==> src/gio_pkg.sv <==
// gio_pkg: constants, register indices and setting types of the group
// i/o function controller. assumes one 40 mhz clock serves as timebase.
package gio_pkg;

   // timebase
   localparam int GIO_CLK_MHZ = 40;
   localparam int GIO_DEB_UNIT_NS = 100000;
   localparam int GIO_DEB_TICK_CYC = (GIO_DEB_UNIT_NS * GIO_CLK_MHZ + 999) / 1000;
   localparam int GIO_MS_NS = 1000000;
   localparam int GIO_MS_CYC = GIO_MS_NS * GIO_CLK_MHZ / 1000;

   // register indices (word addresses)
   localparam logic [7:0] GIO_A_OUT_LEVEL = 8'h00;
   localparam logic [7:0] GIO_A_IN_STATE = 8'h01;
   localparam logic [7:0] GIO_A_PWM_EN = 8'h02;
   localparam logic [7:0] GIO_A_MAP_EN = 8'h03;
   localparam logic [7:0] GIO_A_MAP_INV = 8'h04;
   localparam logic [7:0] GIO_A_MAP_TOG = 8'h05;
   localparam logic [7:0] GIO_A_DEBOUNCE = 8'h06;
   localparam logic [7:0] GIO_A_PRESCALE = 8'h07;
   localparam logic [7:0] GIO_A_CYCLE = 8'h08;
   localparam logic [7:0] GIO_A_SERIAL_CFG = 8'h09;
   localparam logic [7:0] GIO_A_TXQ = 8'h0A;
   localparam logic [7:0] GIO_A_TX_DATA = 8'h0B;
   localparam logic [7:0] GIO_A_SW_DISABLE = 8'h0C;
   localparam logic [7:0] GIO_A_WD_EN = 8'h0D;
   localparam logic [7:0] GIO_A_WD_TIMEOUT = 8'h0E;
   localparam logic [7:0] GIO_A_WD_FLAG = 8'h0F;
   localparam logic [7:0] GIO_A_WD_CLEAR = 8'h10;
   localparam logic [7:0] GIO_A_REBOOT = 8'h11;
   localparam logic [7:0] GIO_A_SAVE = 8'h12;
   localparam logic [7:0] GIO_A_FW_VER = 8'h13;
   localparam logic [7:0] GIO_A_IO_COUNT = 8'h14;
   localparam logic [7:0] GIO_A_ANA_SER = 8'h15;
   localparam logic [7:0] GIO_A_BOARD_REV = 8'h16;
   localparam logic [7:0] GIO_A_SERNO_LO = 8'h17;
   localparam logic [7:0] GIO_A_SERNO_HI = 8'h18;
   localparam logic [7:0] GIO_A_IRQ_CAUSE = 8'h19;
   localparam logic [7:0] GIO_A_PWM_VAL = 8'h20;
   localparam logic [7:0] GIO_A_TALLY = 8'h28;
   localparam logic [7:0] GIO_A_PRESET = 8'h30;

   // serial configuration fields
   localparam int GIO_SER_SPEED_W = 13;
   localparam int GIO_SER_PAR_EN = 13;
   localparam int GIO_SER_PAR_ODD = 14;
   localparam int GIO_SER_RTU = 15;

   // interrupt cause bit positions
   localparam int GIO_IRQ_RX = 0;
   localparam int GIO_IRQ_TXDONE = 1;
   localparam int GIO_IRQ_FRAME = 2;
   localparam int GIO_IRQ_INPUT = 3;

   // reset values
   localparam logic [15:0] GIO_RST_DEBOUNCE = 16'h0000;
   localparam logic [15:0] GIO_RST_PRESCALE = 16'h0000;
   localparam logic [15:0] GIO_RST_CYCLE = 16'h00FF;
   localparam logic [15:0] GIO_RST_SERIAL = 16'h000D;
   localparam logic [15:0] GIO_RST_WD_TIMEOUT = 16'h03E8;

   typedef enum logic [2:0] {
      GIO_BAUD_NONE = 3'b000,
      GIO_BAUD_2400 = 3'b001,
      GIO_BAUD_4800 = 3'b010,
      GIO_BAUD_9600 = 3'b011,
      GIO_BAUD_19200 = 3'b100,
      GIO_BAUD_38400 = 3'b101,
      GIO_BAUD_57600 = 3'b110,
      GIO_BAUD_115200 = 3'b111
   } gio_baud_t;

   // settings shared by the whole group, saved and restored as one
   typedef struct packed {
      logic [15:0] debounce;
      logic [15:0] prescale;
      logic [15:0] cycle;
      logic [15:0] serial;
   } gio_cfg_t;

   localparam gio_cfg_t GIO_RST_CFG = '{GIO_RST_DEBOUNCE, GIO_RST_PRESCALE,
                                        GIO_RST_CYCLE, GIO_RST_SERIAL};

endpackage

==> src/gio_ctrl.sv <==
// gio_ctrl: debounce, edge tally, direct mapping, pwm, serial settings,
// watchdog and save/restore of one controller group.
// assumes a one-word register port from the same clock and raw switch pins.
`timescale 1ns/1ps
`default_nettype none

module gio_ctrl
   import gio_pkg::*;
#(
   parameter int NUM_IN = 4,
   parameter int NUM_OUT = 4,
   parameter int TXQ_DEPTH = 64,
   parameter int MS_CYC = GIO_MS_CYC,
   parameter logic [15:0] FW_VERSION = 16'h0100,  // arbitrary value
   parameter logic [15:0] BOARD_REV = 16'h0011,   // arbitrary value
   parameter logic [31:0] BOARD_SERNO = 32'h00000001, // arbitrary value
   parameter logic [3:0] NUM_AI = 4'h0,
   parameter logic [3:0] NUM_AO = 4'h0,
   parameter logic [3:0] NUM_SER = 4'h1
) (
   // clock and reset
   input wire logic clk,
   input wire logic reset_n,
   // register port
   input wire logic reg_wr,
   input wire logic reg_rd,
   input wire logic [7:0] reg_addr,
   input wire logic [15:0] reg_wdata,
   output logic [15:0] reg_rdata,
   output logic reg_rvalid,
   // switch inputs and outputs
   input wire logic [NUM_IN-1:0] switch_in,
   output logic [NUM_OUT-1:0] relay_out,
   // serial datapath side
   input wire logic ser_rx_not_empty,
   input wire logic ser_tx_done,
   input wire logic ser_byte_sent,
   input wire logic ser_frame_done,
   output logic tx_push,
   output logic [7:0] tx_data,
   output logic [2:0] ser_baud,
   output logic ser_parity_en,
   output logic ser_parity_odd,
   output logic ser_rtu_en,
   // misc
   output logic single_wire_disable,
   output logic watchdog_reboot_flag
);

   localparam int TQW = $clog2(TXQ_DEPTH + 1);
   localparam int MSW = $clog2(MS_CYC + 1);
   localparam logic [11:0] DEB_LAST = 12'(GIO_DEB_TICK_CYC - 1);
   localparam logic [MSW-1:0] MS_LAST = MSW'(MS_CYC - 1);
   localparam logic [TQW-1:0] TQ_FULL = TQW'(TXQ_DEPTH);

   function automatic logic wr_at(input logic [7:0] a);
      wr_at = reg_wr && (reg_addr == a);
   endfunction

   function automatic gio_baud_t speed_decode(input logic [12:0] s);
      case (s)
         13'd11: speed_decode = GIO_BAUD_2400;
         13'd12: speed_decode = GIO_BAUD_4800;
         13'd13: speed_decode = GIO_BAUD_9600;
         13'd14: speed_decode = GIO_BAUD_19200;
         13'd15: speed_decode = GIO_BAUD_38400;
         13'd4097: speed_decode = GIO_BAUD_57600;
         13'd4098: speed_decode = GIO_BAUD_115200;
         default: speed_decode = GIO_BAUD_NONE;
      endcase
   endfunction

   // settings and their saved copies
   gio_cfg_t cfg_ff, dflt_cfg_ff;
   logic [NUM_OUT-1:0] out_level_ff, dflt_out_level_ff;
   logic [NUM_OUT-1:0] pwm_en_ff, dflt_pwm_en_ff;
   logic [NUM_IN-1:0] map_en_ff, map_inv_ff, map_tog_ff;
   logic [NUM_IN-1:0] dflt_map_en_ff, dflt_map_inv_ff, dflt_map_tog_ff;
   logic [15:0] pwm_val_ff [NUM_OUT];
   logic [15:0] dflt_pwm_val_ff [NUM_OUT];
   logic sw_disable_ff, wd_en_ff, wd_flag_ff;
   logic [15:0] wd_timeout_ff;
   logic restore;
   logic wd_fire;

   // reboot by command or by watchdog reloads the saved defaults
   always_comb restore = (wr_at(GIO_A_REBOOT) && reg_wdata[0]) || wd_fire;

   always_ff @(posedge clk or negedge reset_n) begin
      if (!reset_n) begin
         dflt_cfg_ff <= GIO_RST_CFG;
         dflt_out_level_ff <= '0;
         dflt_pwm_en_ff <= '0;
         dflt_map_en_ff <= '0;
         dflt_map_inv_ff <= '0;
         dflt_map_tog_ff <= '0;
         for (int i = 0; i < NUM_OUT; i++) dflt_pwm_val_ff[i] <= 16'h0000;
      end else if (wr_at(GIO_A_SAVE) && reg_wdata[0]) begin
         dflt_cfg_ff <= cfg_ff;
         dflt_out_level_ff <= out_level_ff;
         dflt_pwm_en_ff <= pwm_en_ff;
         dflt_map_en_ff <= map_en_ff;
         dflt_map_inv_ff <= map_inv_ff;
         dflt_map_tog_ff <= map_tog_ff;
         for (int i = 0; i < NUM_OUT; i++) dflt_pwm_val_ff[i] <= pwm_val_ff[i];
      end
   end

   always_ff @(posedge clk or negedge reset_n) begin
      if (!reset_n) begin
         cfg_ff <= GIO_RST_CFG;
         out_level_ff <= '0;
         pwm_en_ff <= '0;
         map_en_ff <= '0;
         map_inv_ff <= '0;
         map_tog_ff <= '0;
         for (int i = 0; i < NUM_OUT; i++) pwm_val_ff[i] <= 16'h0000;
      end else if (restore) begin
         cfg_ff <= dflt_cfg_ff;
         out_level_ff <= dflt_out_level_ff;
         pwm_en_ff <= dflt_pwm_en_ff;
         map_en_ff <= dflt_map_en_ff;
         map_inv_ff <= dflt_map_inv_ff;
         map_tog_ff <= dflt_map_tog_ff;
         for (int i = 0; i < NUM_OUT; i++) pwm_val_ff[i] <= dflt_pwm_val_ff[i];
      end else begin
         if (wr_at(GIO_A_OUT_LEVEL)) out_level_ff <= reg_wdata[NUM_OUT-1:0];
         if (wr_at(GIO_A_PWM_EN)) pwm_en_ff <= reg_wdata[NUM_OUT-1:0];
         if (wr_at(GIO_A_MAP_EN)) map_en_ff <= reg_wdata[NUM_IN-1:0];
         if (wr_at(GIO_A_MAP_INV)) map_inv_ff <= reg_wdata[NUM_IN-1:0];
         if (wr_at(GIO_A_MAP_TOG)) map_tog_ff <= reg_wdata[NUM_IN-1:0];
         if (wr_at(GIO_A_DEBOUNCE)) cfg_ff.debounce <= reg_wdata;
         if (wr_at(GIO_A_PRESCALE)) cfg_ff.prescale <= reg_wdata;
         if (wr_at(GIO_A_CYCLE)) cfg_ff.cycle <= reg_wdata;
         if (wr_at(GIO_A_SERIAL_CFG)) cfg_ff.serial <= reg_wdata;
         for (int i = 0; i < NUM_OUT; i++) begin
            if (wr_at(GIO_A_PWM_VAL + 8'(i))) begin
               // values above the cycle are limited to it
               if (reg_wdata > cfg_ff.cycle) pwm_val_ff[i] <= cfg_ff.cycle;
               else pwm_val_ff[i] <= reg_wdata;
            end
         end
      end
   end

   // bits outside the saved set
   always_ff @(posedge clk or negedge reset_n) begin
      if (!reset_n) begin
         sw_disable_ff <= 1'b0;
         wd_en_ff <= 1'b0;
         wd_timeout_ff <= GIO_RST_WD_TIMEOUT;
      end else begin
         if (wr_at(GIO_A_SW_DISABLE)) sw_disable_ff <= reg_wdata[0];
         if (wr_at(GIO_A_WD_EN)) wd_en_ff <= reg_wdata[0];
         if (wr_at(GIO_A_WD_TIMEOUT)) wd_timeout_ff <= reg_wdata;
      end
   end

   // master watchdog: any register access counts as communication
   logic [MSW-1:0] ms_cnt_ff;
   logic [15:0] idle_ms_ff;
   logic ms_tick;
   assign ms_tick = (ms_cnt_ff == MS_LAST);
   assign wd_fire = wd_en_ff && !(reg_wr || reg_rd) && ms_tick
                    && (idle_ms_ff + 16'h0001 >= wd_timeout_ff);

   always_ff @(posedge clk or negedge reset_n) begin
      if (!reset_n) begin
         ms_cnt_ff <= '0;
         idle_ms_ff <= 16'h0000;
      end else if (reg_wr || reg_rd || !wd_en_ff || wd_fire) begin
         ms_cnt_ff <= '0;
         idle_ms_ff <= 16'h0000;
      end else if (ms_tick) begin
         ms_cnt_ff <= '0;
         if (idle_ms_ff != 16'hFFFF) idle_ms_ff <= idle_ms_ff + 16'h0001;
      end else begin
         ms_cnt_ff <= ms_cnt_ff + MSW'(1);
      end
   end

   // a clear write is an access and so blocks firing in its cycle; the clear wins
   always_ff @(posedge clk or negedge reset_n) begin
      if (!reset_n) wd_flag_ff <= 1'b0;
      else if (wd_fire) wd_flag_ff <= 1'b1;
      else if (wr_at(GIO_A_WD_CLEAR)) wd_flag_ff <= 1'b0;
   end

   // input synchronisers
   logic [NUM_IN-1:0] in_s1_ff, in_s2_ff;
   always_ff @(posedge clk or negedge reset_n) begin
      if (!reset_n) begin
         in_s1_ff <= '0;
         in_s2_ff <= '0;
      end else begin
         in_s1_ff <= switch_in;
         in_s2_ff <= in_s1_ff;
      end
   end

   // 100 us tick shared by all debouncers
   logic [11:0] deb_cnt_ff;
   logic deb_tick;
   assign deb_tick = (deb_cnt_ff == DEB_LAST);
   always_ff @(posedge clk or negedge reset_n) begin
      if (!reset_n) deb_cnt_ff <= 12'h000;
      else if (deb_tick) deb_cnt_ff <= 12'h000;
      else deb_cnt_ff <= deb_cnt_ff + 12'h001;
   end

   // a change is taken once it has lasted setting+1 ticks, which holds
   // it for at least the full window whatever the tick phase
   logic [NUM_IN-1:0] in_state_ff;
   logic [NUM_IN-1:0] rise, fall;
   logic [15:0] hold_ff [NUM_IN];
   always_comb begin
      for (int i = 0; i < NUM_IN; i++) begin
         rise[i] = (in_s2_ff[i] != in_state_ff[i]) && in_s2_ff[i] && deb_tick
                   && (hold_ff[i] == cfg_ff.debounce);
         fall[i] = (in_s2_ff[i] != in_state_ff[i]) && !in_s2_ff[i] && deb_tick
                   && (hold_ff[i] == cfg_ff.debounce);
      end
   end

   always_ff @(posedge clk or negedge reset_n) begin
      if (!reset_n) begin
         in_state_ff <= '0;
         for (int i = 0; i < NUM_IN; i++) hold_ff[i] <= 16'h0000;
      end else begin
         for (int i = 0; i < NUM_IN; i++) begin
            if (in_s2_ff[i] == in_state_ff[i] || rise[i] || fall[i]) begin
               hold_ff[i] <= 16'h0000;
               if (rise[i] || fall[i]) in_state_ff[i] <= in_s2_ff[i];
            end else if (deb_tick && hold_ff[i] != 16'hFFFF) begin
               hold_ff[i] <= hold_ff[i] + 16'h0001;
            end
         end
      end
   end

   // edge tallies; an edge in the preset cycle counts on top of the preset
   logic [15:0] tally_ff [NUM_IN];
   always_ff @(posedge clk or negedge reset_n) begin
      if (!reset_n) begin
         for (int i = 0; i < NUM_IN; i++) tally_ff[i] <= 16'h0000;
      end else begin
         for (int i = 0; i < NUM_IN; i++) begin
            if (wr_at(GIO_A_PRESET + 8'(i)))
               tally_ff[i] <= reg_wdata + {15'h0000, rise[i]};
            else if (rise[i])
               tally_ff[i] <= tally_ff[i] + 16'h0001;
         end
      end
   end

   // shared pwm timebase
   logic [15:0] pre_cnt_ff, cyc_cnt_ff;
   always_ff @(posedge clk or negedge reset_n) begin
      if (!reset_n) begin
         pre_cnt_ff <= 16'h0000;
         cyc_cnt_ff <= 16'h0000;
      end else if (pre_cnt_ff >= cfg_ff.prescale) begin
         pre_cnt_ff <= 16'h0000;
         if (cyc_cnt_ff >= cfg_ff.cycle) cyc_cnt_ff <= 16'h0000;
         else cyc_cnt_ff <= cyc_cnt_ff + 16'h0001;
      end else begin
         pre_cnt_ff <= pre_cnt_ff + 16'h0001;
      end
   end

   // pwm runs once the level falls 1 to 0 with a nonzero value
   logic [NUM_OUT-1:0] pwm_run_ff, prev_level_ff;
   always_ff @(posedge clk or negedge reset_n) begin
      if (!reset_n) begin
         pwm_run_ff <= '0;
         prev_level_ff <= '0;
      end else begin
         prev_level_ff <= out_level_ff;
         for (int i = 0; i < NUM_OUT; i++) begin
            if (out_level_ff[i] || !pwm_en_ff[i] || restore)
               pwm_run_ff[i] <= 1'b0;
            else if (prev_level_ff[i] && pwm_val_ff[i] != 16'h0000)
               pwm_run_ff[i] <= 1'b1;
         end
      end
   end

   // output drive: mapping, then static level, then pwm
   logic [NUM_OUT-1:0] relay_out_ff;
   always_ff @(posedge clk or negedge reset_n) begin
      if (!reset_n) begin
         relay_out_ff <= '0;
      end else begin
         for (int i = 0; i < NUM_OUT; i++) begin
            if (i < NUM_IN && map_en_ff[i] && !restore) begin
               if (map_tog_ff[i]) begin
                  if (rise[i]) relay_out_ff[i] <= ~relay_out_ff[i];
               end else begin
                  relay_out_ff[i] <= in_state_ff[i] ^ map_inv_ff[i];
               end
            end else if (out_level_ff[i]) begin
               relay_out_ff[i] <= 1'b1;
            end else if (pwm_run_ff[i]) begin
               relay_out_ff[i] <= (cyc_cnt_ff < pwm_val_ff[i]);
            end else begin
               relay_out_ff[i] <= 1'b0;
            end
         end
      end
   end

   // transmit queue count; full queue drops the byte
   logic [TQW-1:0] txq_ff;
   logic tx_push_ff;
   logic [7:0] tx_data_ff;
   logic tx_take;
   always_comb tx_take = wr_at(GIO_A_TX_DATA) && (txq_ff != TQ_FULL);
   always_ff @(posedge clk or negedge reset_n) begin
      if (!reset_n) begin
         txq_ff <= '0;
         tx_push_ff <= 1'b0;
         tx_data_ff <= 8'h00;
      end else begin
         tx_push_ff <= tx_take;
         if (tx_take) tx_data_ff <= reg_wdata[7:0];
         if (tx_take && !(ser_byte_sent && txq_ff != '0))
            txq_ff <= txq_ff + TQW'(1);
         else if (!tx_take && ser_byte_sent && txq_ff != '0)
            txq_ff <= txq_ff - TQW'(1);
      end
   end

   // serial settings decode
   logic [2:0] ser_baud_ff;
   logic ser_par_en_ff, ser_par_odd_ff, ser_rtu_ff;
   always_ff @(posedge clk or negedge reset_n) begin
      if (!reset_n) begin
         ser_baud_ff <= GIO_BAUD_NONE;
         ser_par_en_ff <= 1'b0;
         ser_par_odd_ff <= 1'b0;
         ser_rtu_ff <= 1'b0;
      end else begin
         ser_baud_ff <= speed_decode(cfg_ff.serial[GIO_SER_SPEED_W-1:0]);
         ser_par_en_ff <= cfg_ff.serial[GIO_SER_PAR_EN];
         ser_par_odd_ff <= cfg_ff.serial[GIO_SER_PAR_ODD];
         ser_rtu_ff <= cfg_ff.serial[GIO_SER_RTU];
      end
   end

   // interrupt cause: sticky, written ones clear, new events win
   logic [3:0] cause_ff, cause_set, cause_clr;
   assign cause_set = {|(rise | fall), ser_rtu_ff && ser_frame_done,
                       ser_tx_done, ser_rx_not_empty};
   always_comb cause_clr = wr_at(GIO_A_IRQ_CAUSE) ? reg_wdata[3:0] : 4'h0;
   always_ff @(posedge clk or negedge reset_n) begin
      if (!reset_n) cause_ff <= 4'h0;
      else cause_ff <= (cause_ff & ~cause_clr) | cause_set;
   end

   // register reads, one cycle after the strobe
   logic [15:0] rdata_ff;
   logic rvalid_ff;
   always_ff @(posedge clk or negedge reset_n) begin
      if (!reset_n) begin
         rdata_ff <= 16'h0000;
         rvalid_ff <= 1'b0;
      end else begin
         rvalid_ff <= reg_rd;
         if (reg_rd) begin
            rdata_ff <= 16'h0000;
            case (reg_addr)
               GIO_A_OUT_LEVEL: rdata_ff <= 16'(out_level_ff);
               GIO_A_IN_STATE: rdata_ff <= 16'(in_state_ff);
               GIO_A_TXQ: rdata_ff <= 16'(txq_ff);
               GIO_A_WD_FLAG: rdata_ff <= {15'h0000, wd_flag_ff};
               GIO_A_REBOOT: rdata_ff <= 16'h0000;
               GIO_A_FW_VER: rdata_ff <= FW_VERSION;
               GIO_A_IO_COUNT: rdata_ff <= {8'(NUM_IN), 8'(NUM_OUT)};
               GIO_A_ANA_SER: rdata_ff <= {4'h0, NUM_AI, NUM_AO, NUM_SER};
               GIO_A_BOARD_REV: rdata_ff <= BOARD_REV;
               GIO_A_SERNO_LO: rdata_ff <= BOARD_SERNO[15:0];
               GIO_A_SERNO_HI: rdata_ff <= BOARD_SERNO[31:16];
               GIO_A_IRQ_CAUSE: rdata_ff <= {12'h000, cause_ff};
               default: begin
                  for (int i = 0; i < NUM_IN; i++)
                     if (reg_addr == GIO_A_TALLY + 8'(i)) rdata_ff <= tally_ff[i];
               end
            endcase
         end
      end
   end

   assign reg_rdata = rdata_ff;
   assign reg_rvalid = rvalid_ff;
   assign relay_out = relay_out_ff;
   assign tx_push = tx_push_ff;
   assign tx_data = tx_data_ff;
   assign ser_baud = ser_baud_ff;
   assign ser_parity_en = ser_par_en_ff;
   assign ser_parity_odd = ser_par_odd_ff;
   assign ser_rtu_en = ser_rtu_ff;
   assign single_wire_disable = sw_disable_ff;
   assign watchdog_reboot_flag = wd_flag_ff;

endmodule // gio_ctrl

`default_nettype wire

==> config.mk <==
export PLATFORM = sky130hd
export DESIGN_NAME = gio_ctrl
export DESIGN_NICKNAME = d
export VERILOG_FILES = /design/src/gio_pkg.sv /design/src/gio_ctrl.sv
export SDC_FILE = /design/constraint.sdc
export NUM_CORES = 1
export LEC_CHECK = 0
export BUFFER_PORTS_ARGS = -buffer_cell sky130_fd_sc_hd__buf_2
export CELL_PAD_IN_SITES_DETAIL_PLACEMENT = 1
export CELL_PAD_IN_SITES_GLOBAL_PLACEMENT = 1
export CORE_AREA = 2 2 212 319
export CTS_BUF_LIST = sky130_fd_sc_hd__clkbuf_4
export CTS_CLUSTER_DIAMETER = 150
export DETAILED_ROUTE_END_ITERATION = 10
export DIE_AREA = 0 0 214 321
export PLACE_DENSITY = 0.88
export SLEW_MARGIN = 20
export SYNTH_ARGS = -nofsm -noshare
export SYNTH_HDL_FRONTEND = slang
export SYNTH_SLANG_ARGS = --single-unit
==> constraint.sdc <==
create_clock -name clk -period 4.65 [get_ports clk]
set_input_delay 0.2325 -clock clk [delete_from_list [all_inputs] [get_ports clk]]
set_output_delay 0.2325 -clock clk [all_outputs]
set_load 0.03 [all_outputs]
==> flow_summary_export.csv <==
group,metric,value,unit
global_routing,grt_start_max_net_pins,139,
route,drt_iter0_markers,2658,
critical_path,ff2ff_setup_slack,0.19,ns
synthesis,syn_area,32700,µm²
layout,nFillCells,7558,
route,drt_first_pass_iters,6,
run,maxCapViolations,0,
timing,min_period,4.46,ns
timing,skew,0.0916,ns
hold_path,hp-start,"reg_rd",
synthesis,synth_edf_count,0,
cts,insertion_delay,1.09,ns
die,die_area,68700,µm²
critical_path,crit_type,"reg -> reg",
timing,post-route-period-util,96.0,%
route,antenna_left,0,
placement,hpwl,75.8,mm
critical_path,cp-end-kind,"flip-flop",
global_routing,grt_pass1_wl,190,mm
synthesis,syn_inst,3537,
timing,max_freq,224,MHz
die,start_util,49.6,%
layout,syn2layout_area_growth,12.3,%
cts,clk_pin_slew,0.09,ns
hold_path,holdCritPathClass,"in -> reg",
global_routing,grt_overflow,0,
route,drc,0,
synthesis,synth_nets,3732,
route,vias,30000,
critical_path,max_stage_delay,0.64,ns
critical_path,r2r_start,"idle_ms_ff[0]",
cts,tritoncts,"yes",
synthesis,ys_top_cells_by_area,"dfrtp_1, ha_1, mux2i_1",
timing,hold_viol,0,
critical_path,worstPathMaxFanout,29,
cts,cts_buffers,150,
synthesis,synth.distinct_cells,83,
route,viasPerCell,6.39,
synthesis,synth.avg_cell_area,9.25,µm²
power_and_ir_drop,power_density,342,nW/µm²
timing,relSlewSlack,25.3,%
cts,cts_root_buf,"clkbuf_4",
route,routed_wl,123,mm
synthesis,synth-main-ff-cell,"dfrtp_1",
timing,final_max_slew_viol_count,0,
critical_path,critPathRequiredTime,5.54,ns
critical_path,rr_worst_depth,14,
synthesis,yosysTopAreaCellShare,42.7,%
critical_path,r2r-end,"pwm_val_ff[43]",
critical_path,arrival,5.35,ns
synthesis,synth_largest_area_cell,"dfrtp_1",
synthesis,synth_top_cells_by_count,"dfrtp_1, nand2_1, o21ai_0",
layout,multi_input_area,16700,µm²
placement,post-place-ws,0.120,ns
synthesis,ys_warn_count,0,
synthesis,synth_seq_area_share,44.9,%
critical_path,crit_path_start_kind,"flip-flop",
timing,worst_pin_slew,1.11,ns
layout,drive_gt1_share,12.9,%
cts,htree_num_levels,4,
power_and_ir_drop,power,12.6,mW
synthesis,ys_ff_latch,586,
synthesis,synth.most_common_cell,"dfrtp_1",
power_and_ir_drop,leakage,17.4,nW
synthesis,async_flop_share,100,%
cts,cts_num_sinks,586,
critical_path,crit_cells,14,
layout,nNetsFinal,3888,
run_status,status,"completed",
critical_path,worstPathCellList,"ha_1, nand3_1, or3_4, or3_1, xnor2_1, ha_1, nand4_1, nor2_4, or4b_2, a32oi_4, buf_12, buf_12, mux2i_1, o21ai_0",
hold_path,hold_depth,2,
die,rows,116,
global_routing,gr-usage-all-layers,35.7,%
timing,worst_slack,0.185,ns
die,die_h,321,µm
timing,setup_violations,0,
route,routedWlPerCell,26.1,µm
critical_path,cp_num_buf_inv,2,
die,core_area,66000,µm²
power_and_ir_drop,peakVddDrop,0.174,mV
placement,port_buffers,73,
die,num_io_pins,74,
hold_path,worstHoldEndpoint,"reg_rvalid",
die,die_x,214,µm
placement,place_congestion,0.888,
global_routing,grt_pass1_vias,33000,
critical_path,cp_top_family,"simple AND/OR/NAND/NOR gates",
critical_path,worst_path_max_delay_cell,"or4b_2",
layout,seqCellArea,14700,µm²
cts,clockBufferDepth,3,
global_routing,grt_antenna_before_repair,3,
[layer usage]
metal / GRT usage [%] / share of wire, %
met3: 8.98 / 8.0
met1: 38.6 / 35
met5: 0 / 0
met4: 30.5 / 9.5
met2: 58.7 / 48
[final cells by class]
class	instances	area share [%]
clock inverters	42	0.722
flip-flops and latches	586	40.0
well taps	885	3.01
clock buffers	228	4.66
inverters	163	1.66
repair buffers	203	4.51
multi-input cells	2589	45.4
diodes	5	0.0340
[kinds of logic (layout without fill, tap and decap cells)]
group,count (synthesis),count (layout),synth area share (%)
buffers and inverters,362,636,4.35
flip-flops,586,586,44.9
AND/OR/NAND/NOR,1254,1254,18.2
other,0,5,0
AO/OA/AOI/OAI,690,690,12.5
adder cells (fa/ha/maj),159,159,6.10
XOR/XNOR,264,264,7.07
multiplexers,222,222,6.89
[stage by stage]
step / cell area, µm² / util (%) / std cells / TNS [ns] / hold slack (ns)
2_1_floorplan: 32700 / - / 3537 / 0 / -0.0631
3_3_place_gp: 34200 / 51.7 / 4370 / 0 / 0.325
3_5_place_dp: 34200 / 51.7 / 4370 / 0 / 0.329
4_1_cts: 36700 / 55.6 / 4694 / 0 / 0.130
5_1_grt: 36800 / 55.7 / 4701 / -0.0327 / 0.187
6_report: 36800 / 55.7 / 4701 / 0 / 0.206
[state kept, by name, indices dropped and copies added, names as in the netlist, 16 cells and up]
| name | cells |
|---|---|
| ms_cnt_ff | 16 |
| wd_timeout_ff | 16 |
| pre_cnt_ff | 16 |
| cyc_cnt_ff | 16 |
| tally_ff | 64 |
| reg_rdata | 16 |
| hold_ff | 64 |
| idle_ms_ff | 16 |
| cfg_ff | 64 |
| pwm_val_ff | 64 |
| dflt_pwm_val_ff | 64 |
| dflt_cfg_ff | 64 |
[report_power, final]
part	total, mW	leakage [nW]	switching, mW	internal, mW
combinational	1.97	8.86	1.32	0.650
sequential	5.69	7.42	0.339	5.35
clock	4.91	1.16	2.50	2.41
[how the worst max path moves through the flow]
stage | start | endpoint | slack [ns]
after floorplan | idle_ms_ff[0] | pwm_val_ff[61] | 0.66
after global placement | idle_ms_ff[0] | pwm_val_ff[5] | 0.33
after detailed placement | idle_ms_ff[0] | pwm_val_ff[10] | 0.12
after CTS | idle_ms_ff[0] | pwm_val_ff[3] | 0.08
after global routing | idle_ms_ff[0] | pwm_val_ff[36] | -0.02
final | idle_ms_ff[0] | pwm_val_ff[43] | 0.19
[repair_timing]
action                                  in CTS  in global routing
hold buffers                                54                  0
hold endpoints to repair                   705                  0
endpoints found under the setup margin       0                129
resized for setup                            0                  5
setup buffers                                0                  1
[cell usage in the layout, fill, tap and decap left out, types with 12 or more instances in the layout]
cell	instances
xor2_1	141
o31ai_1	20
clkinv_1	29
dlygate4sd3_1	53
o21ai_0	324
buf_4	63
nand2_1	519
inv_1	162
clkbuf_4	228
a31oi_1	30
dfrtp_1	558
buf_2	72
nor2_1	231
a22o_1	20
mux2i_1	196
nand4_1	78
buf_12	12
or3_1	20
a21o_1	26
nor3_1	38
ha_1	158
nor2b_1	17
a21oi_1	146
mux2_2	26
and3_1	33
o21a_1	13
and4_1	21
nand2b_1	17
nor4_1	69
and2_1	36
a22oi_1	24
xnor2_1	123
dfstp_2	28
nand3_1	112
(Power assumes the default switching activity.)
